`src/core/au_pkg.sv`:
```
// Constants and types shared by the arithmetic unit files
package au_pkg;
	// Bus geometry
	localparam int AU_DATA_W = 32;
	localparam int AU_ADDR_W = 8;
	localparam int AU_NUM_DATA = 6;
	// Byte offsets of the registers
	localparam logic [7:0] AU_OFF_DATA0 = 8'h00;
	localparam logic [7:0] AU_OFF_STATUS = 8'h18;
	// Data register indices used by the write orderings
	localparam logic [2:0] AU_IDX_0 = 3'h0;
	localparam logic [2:0] AU_IDX_1 = 3'h1;
	localparam logic [2:0] AU_IDX_2 = 3'h2;
	localparam logic [2:0] AU_IDX_3 = 3'h3;
	localparam logic [2:0] AU_IDX_4 = 3'h4;
	localparam logic [2:0] AU_IDX_5 = 3'h5;
	// Status fields and reset values
	localparam int AU_ERR_BIT = 7;
	localparam int AU_OVF_BIT = 6;
	localparam logic [7:0] AU_STATUS_RST = 8'h00;
	localparam logic [7:0] AU_DATA_RST = 8'h00;
	localparam logic [31:0] AU_PROD_LIMIT = 32'h0000FFFF;
	// Calculation times in system clock periods
	localparam int AU_DIV32_SYSTEM_CLOCK_PERIOD = 17;
	localparam int AU_DIV16_SYSTEM_CLOCK_PERIOD = 9;
	localparam int AU_MUL_SYSTEM_CLOCK_PERIOD = 11;
	localparam int AU_SYS_PERIOD_PS = 8000;
	localparam int AU_CLK_PERIOD_PS = 8000;
	localparam logic [4:0] AU_DIV32_CYC = 5'(AU_DIV32_SYSTEM_CLOCK_PERIOD * AU_SYS_PERIOD_PS / AU_CLK_PERIOD_PS);
	localparam logic [4:0] AU_DIV16_CYC = 5'(AU_DIV16_SYSTEM_CLOCK_PERIOD * AU_SYS_PERIOD_PS / AU_CLK_PERIOD_PS);
	localparam logic [4:0] AU_MUL_CYC = 5'(AU_MUL_SYSTEM_CLOCK_PERIOD * AU_SYS_PERIOD_PS / AU_CLK_PERIOD_PS);
	localparam logic [4:0] AU_CNT_IDLE = 5'h00;
	localparam logic [4:0] AU_CNT_LAST = 5'h01;
	// Operation selected by the write ordering
	typedef enum logic [2:0] {
		AU_OP_DIV32 = 3'h1,
		AU_OP_DIV16 = 3'h2,
		AU_OP_MUL = 3'h4
	} au_op_type;
	// Progress through the write orderings
	typedef enum logic [8:0] {
		AU_SEQ_NONE = 9'h001,
		AU_SEQ_0 = 9'h002,
		AU_SEQ_01 = 9'h004,
		AU_SEQ_012 = 9'h008,
		AU_SEQ_0123 = 9'h010,
		AU_SEQ_01234 = 9'h020,
		AU_SEQ_014 = 9'h040,
		AU_SEQ_04 = 9'h080,
		AU_SEQ_041 = 9'h100
	} au_seq_type;
	// State of the calculation engine
	typedef struct packed {
		logic [4:0] cnt;
		au_op_type op;
		logic [15:0] rem;
		logic [31:0] quo;
		logic [15:0] dsr;
		logic [31:0] prod;
	} au_eng_state_type;
	// State of the register block
	typedef struct packed {
		logic [5:0][7:0] data;
		au_seq_type seq;
		logic err;
		logic ovf;
		logic [31:0] rdata;
	} au_top_state_type;
endpackage : au_pkg

```
`src/core/au_engine.sv`:
```
// Calculation engine: two-bit-per-cycle divider and multiplier with fixed latency
`timescale 1ns/1ps
module au_engine
	import au_pkg::*;
(
	input wire logic clk_in,
	input wire logic rst_in,
	input wire logic start_in,
	input wire au_op_type op_in,
	input wire logic [31:0] opa_in,
	input wire logic [15:0] opb_in,
	output logic busy_out,
	output logic done_out,
	output au_op_type op_out,
	output logic [31:0] quo_out,
	output logic [15:0] rem_out,
	output logic [31:0] prod_out,
	output logic ovf_out
);
	au_eng_state_type s_r;
	au_eng_state_type s_nxt;

	// One restoring division step
	function automatic logic [47:0] div_step(input logic [15:0] r, input logic [31:0] q,
		input logic [15:0] d);
		logic [16:0] t;
		logic [31:0] qq;
		t = {r, q[31]};
		qq = {q[30:0], 1'b0};
		if (t >= {1'b0, d}) begin
			t = t - {1'b0, d};
			qq[0] = 1'b1;
		end
		return {t[15:0], qq};
	endfunction : div_step

	// Load on start, then count down; division shifts two bits per cycle
	always_comb begin
		logic [47:0] st;
		st = '0;
		s_nxt = s_r;
		if (start_in) begin
			s_nxt.op = op_in;
			s_nxt.rem = 16'h0000;
			s_nxt.dsr = opb_in;
			s_nxt.prod = opa_in[15:0] * opb_in;
			if (op_in == AU_OP_DIV32) begin
				s_nxt.cnt = AU_DIV32_CYC;
				s_nxt.quo = opa_in;
			end else if (op_in == AU_OP_DIV16) begin
				s_nxt.cnt = AU_DIV16_CYC;
				s_nxt.quo = {opa_in[15:0], 16'h0000};
			end else begin
				s_nxt.cnt = AU_MUL_CYC;
				s_nxt.quo = 32'h00000000;
			end
		end else if (s_r.cnt != AU_CNT_IDLE) begin
			s_nxt.cnt = s_r.cnt - AU_CNT_LAST;
			if (s_r.cnt > AU_CNT_LAST && s_r.op != AU_OP_MUL) begin
				st = div_step(s_r.rem, s_r.quo, s_r.dsr);
				st = div_step(st[47:32], st[31:0], s_r.dsr);
				s_nxt.rem = st[47:32];
				s_nxt.quo = st[31:0];
			end
		end
	end

	// State register
	always_ff @(posedge clk_in or posedge rst_in) begin
		if (rst_in) begin
			s_r <= '{cnt: AU_CNT_IDLE, op: AU_OP_DIV32, default: '0};
		end else begin
			s_r <= s_nxt;
		end
	end

	// Results and flags
	assign busy_out = (s_r.cnt != AU_CNT_IDLE);
	assign done_out = (s_r.cnt == AU_CNT_LAST);
	assign op_out = s_r.op;
	assign quo_out = s_r.quo;
	assign rem_out = s_r.rem;
	assign prod_out = s_r.prod;
	assign ovf_out = (s_r.op == AU_OP_MUL) ? (s_r.prod > AU_PROD_LIMIT) : (s_r.dsr == 16'h0000);
endmodule : au_engine

```
`src/core/au_top.sv`:
```
// Arithmetic unit: byte registers on APB, write-order decoding and result storage
`timescale 1ns/1ps
module au_top
	import au_pkg::*;
#(
	parameter int ADDR_W = AU_ADDR_W
) (
	input wire logic CLK_IN,
	input wire logic RST_IN,
	input wire logic PSEL_IN,
	input wire logic PENABLE_IN,
	input wire logic PWRITE_IN,
	input wire logic [ADDR_W-1:0] PADDR_IN,
	input wire logic [31:0] PWDATA_IN,
	output logic [31:0] PRDATA_OUT,
	output logic PREADY_OUT,
	output logic PSLVERR_OUT,
	output logic BUSY_OUT
);
	// Registered state and its next value
	au_top_state_type s_r;
	au_top_state_type s_nxt;

	// Bus phase decode
	logic setup_ph;
	logic access_ph;
	logic wr_acc;
	logic rd_acc;

	// Address decode results
	logic hit_data;
	logic hit_status;
	logic mapped;
	logic [2:0] idx;

	// Sequence tracking
	au_seq_type seq_adv;
	logic seq_match;
	au_op_type seq_op;

	// Engine interface
	logic eng_start;
	logic eng_busy;
	logic eng_done;
	au_op_type eng_op;
	logic [31:0] eng_quo;
	logic [15:0] eng_rem;
	logic [31:0] eng_prod;
	logic eng_ovf;
	logic [31:0] opa;
	logic [15:0] opb;

	// Status byte as seen by software
	logic [7:0] status_val;

	// Next step of the write ordering after a write to register idx
	function automatic au_seq_type seq_step(input au_seq_type cur, input logic [2:0] i);
		au_seq_type nx;
		nx = AU_SEQ_NONE;
		if (i == AU_IDX_0) begin
			nx = AU_SEQ_0; // Any write to register 0 begins afresh
		end else begin
			case (cur)
				AU_SEQ_0: begin
					if (i == AU_IDX_1) begin
						nx = AU_SEQ_01;
					end else if (i == AU_IDX_4) begin
						nx = AU_SEQ_04;
					end
				end
				AU_SEQ_01: begin
					if (i == AU_IDX_2) begin
						nx = AU_SEQ_012;
					end else if (i == AU_IDX_4) begin
						nx = AU_SEQ_014;
					end
				end
				AU_SEQ_012: begin
					if (i == AU_IDX_3) begin
						nx = AU_SEQ_0123;
					end
				end
				AU_SEQ_0123: begin
					if (i == AU_IDX_4) begin
						nx = AU_SEQ_01234;
					end
				end
				AU_SEQ_04: begin
					if (i == AU_IDX_1) begin
						nx = AU_SEQ_041;
					end
				end
				default: begin
					nx = AU_SEQ_NONE;
				end
			endcase
		end
		return nx;
	endfunction : seq_step

	// APB phases; the slave never inserts wait states
	assign setup_ph = PSEL_IN & ~PENABLE_IN;
	assign access_ph = PSEL_IN & PENABLE_IN;
	assign wr_acc = access_ph & PWRITE_IN;
	assign rd_acc = access_ph & ~PWRITE_IN;

	// Address decode: six data words, then the status word
	always_comb begin
		hit_data = 1'b0;
		hit_status = 1'b0;
		idx = PADDR_IN[4:2];
		if (PADDR_IN[1:0] != 2'b00) begin
			hit_data = 1'b0; // Unaligned addresses are not mapped
		end else if (PADDR_IN[ADDR_W-1:2] < (ADDR_W - 2)'(AU_NUM_DATA)) begin
			hit_data = 1'b1;
		end else if (PADDR_IN == ADDR_W'(AU_OFF_STATUS)) begin
			hit_status = 1'b1;
		end
		mapped = hit_data | hit_status;
	end

	// Status byte, low bits fixed at zero
	always_comb begin
		status_val = AU_STATUS_RST;
		status_val[AU_ERR_BIT] = s_r.err;
		status_val[AU_OVF_BIT] = s_r.ovf;
	end

	// Does this write to register 5 finish a known ordering
	always_comb begin
		seq_match = 1'b0;
		seq_op = AU_OP_DIV32;
		case (s_r.seq)
			AU_SEQ_01234: begin
				seq_match = 1'b1;
				seq_op = AU_OP_DIV32;
			end
			AU_SEQ_014: begin
				seq_match = 1'b1;
				seq_op = AU_OP_DIV16;
			end
			AU_SEQ_041: begin
				seq_match = 1'b1;
				seq_op = AU_OP_MUL;
			end
			default: begin
				seq_match = 1'b0;
				seq_op = AU_OP_DIV32;
			end
		endcase
	end

	// Next ordering state for the current write
	assign seq_adv = seq_step(s_r.seq, idx);

	// Start only on an idle register 5 write that closes an ordering
	assign eng_start = wr_acc & hit_data & ~eng_busy & (idx == AU_IDX_5) & seq_match;

	// Operands: register 5 byte comes straight from the bus; low bytes first
	assign opa = {s_r.data[3], s_r.data[2], s_r.data[1], s_r.data[0]};
	assign opb = {PWDATA_IN[7:0], s_r.data[4]};

	// Calculation engine
	au_engine u_engine (
		.clk_in(CLK_IN),
		.rst_in(RST_IN),
		.start_in(eng_start),
		.op_in(seq_op),
		.opa_in(opa),
		.opb_in(opb),
		.busy_out(eng_busy),
		.done_out(eng_done),
		.op_out(eng_op),
		.quo_out(eng_quo),
		.rem_out(eng_rem),
		.prod_out(eng_prod),
		.ovf_out(eng_ovf)
	);

	// Register block next-state logic
	always_comb begin
		s_nxt = s_r;

		// Read data is fetched in the setup cycle and held for the access phase
		if (setup_ph && !PWRITE_IN) begin
			if (hit_data) begin
				s_nxt.rdata = {24'h000000, s_r.data[idx]};
			end else if (hit_status) begin
				s_nxt.rdata = {24'h000000, status_val};
			end else begin
				s_nxt.rdata = 32'h00000000;
			end
		end

		// Writes to the data registers while idle load bytes and steer the ordering
		if (wr_acc && hit_data && !eng_busy) begin
			s_nxt.data[idx] = PWDATA_IN[7:0];
			if (idx == AU_IDX_5) begin
				s_nxt.seq = AU_SEQ_NONE; // Started or stray, begin again
			end else begin
				s_nxt.seq = seq_adv;
			end
		end

		// Completion stores results in their read order
		if (eng_done) begin
			s_nxt.ovf = eng_ovf;
			if (eng_op == AU_OP_DIV32) begin
				s_nxt.data[0] = eng_quo[7:0];
				s_nxt.data[1] = eng_quo[15:8];
				s_nxt.data[2] = eng_quo[23:16];
				s_nxt.data[3] = eng_quo[31:24];
				s_nxt.data[4] = eng_rem[7:0];
				s_nxt.data[5] = eng_rem[15:8];
			end else if (eng_op == AU_OP_DIV16) begin
				s_nxt.data[0] = eng_quo[7:0];
				s_nxt.data[1] = eng_quo[15:8];
				s_nxt.data[4] = eng_rem[7:0];
				s_nxt.data[5] = eng_rem[15:8];
			end else begin
				s_nxt.data[0] = eng_prod[7:0];
				s_nxt.data[1] = eng_prod[15:8];
				s_nxt.data[2] = eng_prod[23:16];
				s_nxt.data[3] = eng_prod[31:24];
			end
		end

		// Error clear on an idle status read; a new error wins over the clear
		if (rd_acc && hit_status && !eng_busy && s_r.err) begin
			s_nxt.err = 1'b0;
		end
		if (access_ph && hit_data && eng_busy) begin
			s_nxt.err = 1'b1;
		end
	end

	// State register
	always_ff @(posedge CLK_IN or posedge RST_IN) begin
		if (RST_IN) begin
			s_r <= '{
				data: {AU_NUM_DATA{AU_DATA_RST}},
				seq: AU_SEQ_NONE,
				err: AU_STATUS_RST[AU_ERR_BIT],
				ovf: AU_STATUS_RST[AU_OVF_BIT],
				rdata: 32'h00000000
			};
		end else begin
			s_r <= s_nxt;
		end
	end

	// Bus answers: no wait states, error for unmapped words
	assign PRDATA_OUT = s_r.rdata;
	assign PREADY_OUT = 1'b1;
	assign PSLVERR_OUT = access_ph & ~mapped;
	assign BUSY_OUT = eng_busy;
endmodule : au_top

```
`config.mk`:
```
export PLATFORM = sky130hd
export DESIGN_NAME = au_top
export DESIGN_NICKNAME = d
export VERILOG_FILES = /design/src/core/au_pkg.sv /design/src/core/au_engine.sv /design/src/core/au_top.sv
export SDC_FILE = /design/constraint.sdc
export NUM_CORES = 1
export LEC_CHECK = 0
export BUFFER_PORTS_ARGS = -buffer_cell sky130_fd_sc_hd__buf_2
export CAP_MARGIN = 30
export CORE_MARGIN = 1.5
export CORE_UTILIZATION = 42
export DETAILED_ROUTE_END_ITERATION = 8
export SLEW_MARGIN = 20
export SYNTH_ARGS = -nofsm -noshare
export SYNTH_HDL_FRONTEND = slang
export SYNTH_SLANG_ARGS = --single-unit
```
`constraint.sdc`:
```
create_clock -name CLK_IN -period 8.65 [get_ports CLK_IN]
set_clock_uncertainty 0.05 [all_clocks]
set_input_delay 1.2975 -clock CLK_IN [delete_from_list [all_inputs] [get_ports CLK_IN]]
set_output_delay 1.2975 -clock CLK_IN [all_outputs]
set_load 0.005 [all_outputs]
```
==> results.md <==
* Worst setup SP type: primary input
* Crit-path cells: buf_2 > nand2_1 > fa_1 > inv_1 > fa_1 > fa_1 > fa_1 > fa_1 > inv_1 > fa_1 > inv_1 > ha_1 > a21o_1 > a21oi_1 > or3b_2 > a211o_1 > o21ai_0 > o41ai_1 > o21ai_0 > xnor2_1 > o21ai_0
* Vias in the first global route at 15600
* Routed WL at 54.1 mm
* Max Freq at 133 MHz
* Multi-input gate area at 12800 um^2
* CTS tree: built
* Sequential share of the synthesized area at 0.230
* Critical path endpoint category: register
* Synthesis Warnings at 0
* Post_cts resized at 0
* H-Tree Depth at 4
* Largest net degree at the start of global routing at 74
* Final hold vios at 0
* TritonCTS Buffers at 17
* WP data required at 8.90 ns
* Worst EP arrival at 7.75 ns
* Die area at 45600 um^2
* Core area at 43400 um^2
* TritonRoute pass-1 iters at 7
* Status: finished clean
* Via Count at 15000
* Clock sink total at 171
* Initial antenna violation count at 0
* Worst Path Max Fanout at 22
* Post-synth ARST share at 1.00
* Post-CTS Setup Repair Bufs at 0
* First-pass GRT wire length at 87.6 mm
* GP Congestion at 0.890
* Clk slew on worst S/H paths at 0.07 ns
* Fin Setup TNS at 0 ns
* CTS Root Cell: clkbuf_16
* FF/Latch Area at 4280 um^2
* Global Route Usage Sum at 0.251
* Worst path max stage delay at 0.59 ns
* Tcrit/Tclk final at 0.868
* Routed Antenna Nets at 0
* Final setup fails at 0
* DP HPWL at 39.4 mm
* DIE HEIGHT at 213 um
* Average wire per standard cell at 20.3 um
* EDFF count, synth at 0
* RSZ-0062 raised after global routing: false
* Boundary Pins at 80
* Share of cells above drive strength 1 at 0.0756
* Core Util, Final at 0.457
* Initial DRC count at 1297
* Worst-Skew Late Latency at 0.46 ns
* Setup Crit Path Kind: in -> reg
* DRC at 0
* Hold Crit Class: reg -> reg
* Period minus WS final at 7.51 ns
* Row cnt at 76
* Max-slew headroom at the worst pin at 0.277
* Slowest-stage cell, CP: buf_2
* Bufs on Longest Clock Path at 2
* # hold bufs at CTS at 0
* Ant diodes at 0
* Starting density of the core at 0.429
* Post-synth cell types at 66
* Filler Cell Count at 4221
* Max-Cap Viols at 0
* Most frequent cell on the critical path: fa_1
* PortBufs at 30
* DR vias/cell at 5.63
* Synthesized area per cell at 8.82 um^2
* Area Growth Syn to Fin at 6.58%
* Total grt overflow at 0
* Post-Syn Area at 18600 um^2
* Prevailing post-synth register cell: dfrtp_1
* Final Max Slew Viols at 0
* Net count, final at 2444
* Synthesized netlist cell count at 2109
* Worst Tran Pin Value at 1.09 ns
* Die X-Extent at 213 um
* Number of synthesized register bits at 171
-- logic make-up after synthesis --
group,share of synthesized area
AND/OR/NAND/NOR,0.166
buffers and inverters,0.0895
AO/OA/AOI/OAI,0.128
adder cells (fa/ha/maj),0.304
flip-flops,0.230
multiplexers,0.0558
XOR/XNOR,0.0264
other,0.000404
-- stage by stage --
step	hold WS, ns	cell area [um^2]	cells	worst slack, ns
after floorplan	0.389	18700	2132	1.44
after global placement	0.408	19100	2623	0.858
after detailed placement	0.408	19200	2627	0.729
after CTS	0.426	19800	2659	1.20
after global routing	0.458	19800	2663	0.823
final	0.421	19800	2663	1.14
-- flip-flops by register name (all words and copies together) (netlist names) --
name	flops
opa	32
u_engine.prod_out	32
u_engine.quo_out	32
u_engine.s_r	21
s_r	19
u_engine.rem_out	16
PRDATA_OUT	8
opb	8
u_engine.op_out	3
-- path summary, 6_finish.rpt --
path / from / endpoint / slack [ns] / cells past startpoint
min in group asynchronous: RST_IN / s_r[33]$_DFFE_PP0P_ / 0.87 / 2
max: PWDATA_IN[0] / u_engine.prod_out[31]$_DFFE_PP0P_ / 1.14 / 21
min reg2reg: u_engine.prod_out[4]$_DFFE_PP0P_ / u_engine.prod_out[4]$_DFFE_PP0P_ / 0.42 / 2
max reg2reg: opb[7]$_DFF_PP0_ / u_engine.prod_out[31]$_DFFE_PP0P_ / 1.47 / 20
min: u_engine.prod_out[4]$_DFFE_PP0P_ / u_engine.prod_out[4]$_DFFE_PP0P_ / 0.42 / 2
max in group asynchronous: RST_IN / u_engine.s_r[42]$_DFFE_PP0P_ / 5.80 / 4
-- Yosys cell counts, drive strengths merged, types with 22 or more instances --
master / instances / area [um^2]
fa: 196 / 3920
mux2i: 61 / 611
o21ai: 146 / 731
clkbuf: 104 / 390
buf: 51 / 329
xor2: 22 / 193
ha: 138 / 1730
dfrtp: 169 / 4230
inv: 252 / 946
nand2: 363 / 1360
a22oi: 24 / 180
nor2: 75 / 282
xnor2: 34 / 298
mux2: 22 / 248
and2: 124 / 776
a21o: 38 / 285
a21oi: 56 / 280
-- placed cells by master, fill, tap and decap left out, drive strengths merged, types with 21 or more instances in the layout --
cell and instances:
a21o 38, and2 124, xnor2 34, o21ai 146
mux2 22, inv 262, nor2 75, a22oi 24
dfrtp 169, mux2i 61, a31oi 21, ha 138
conb 25, fa 196, nand2 363, buf 69
a21oi 56, xor2 22
-- metal layers --
layer | GRT usage | vias to the layer above | wire length [um]
met5 | 0 | - | 0
met4 | 0.0930 | 0 | 1900
met3 | 0.0315 | 126 | 3360
met2 | 0.420 | 546 | 25500
met1 | 0.333 | 7545 | 23400
li1 | - | 6782 | -
-- layout make-up --
cell class / count / area share
Timing Repair Buffer: 69 / 0.0263
Sequential cell: 171 / 0.216
Tap cell: 585 / 0.0369
Clock buffer: 17 / 0.0215
Clock inverter: 15 / 0.00745
Inverter: 252 / 0.0480
Multi-Input combinational cell: 1554 / 0.644
-- critical path: cells and delay by family --
kind | cells | cell delay, ns
compound gates | 7 | 1.46
xor+xnor | 1 | 0.14
fa+ha+maj | 7 | 3.44
buf+inv | 4 | 0.73
simple gates | 2 | 0.66
Power is not shown: default switching activity piles up to over one toggle a cycle in this logic, so the estimate is an artifact.
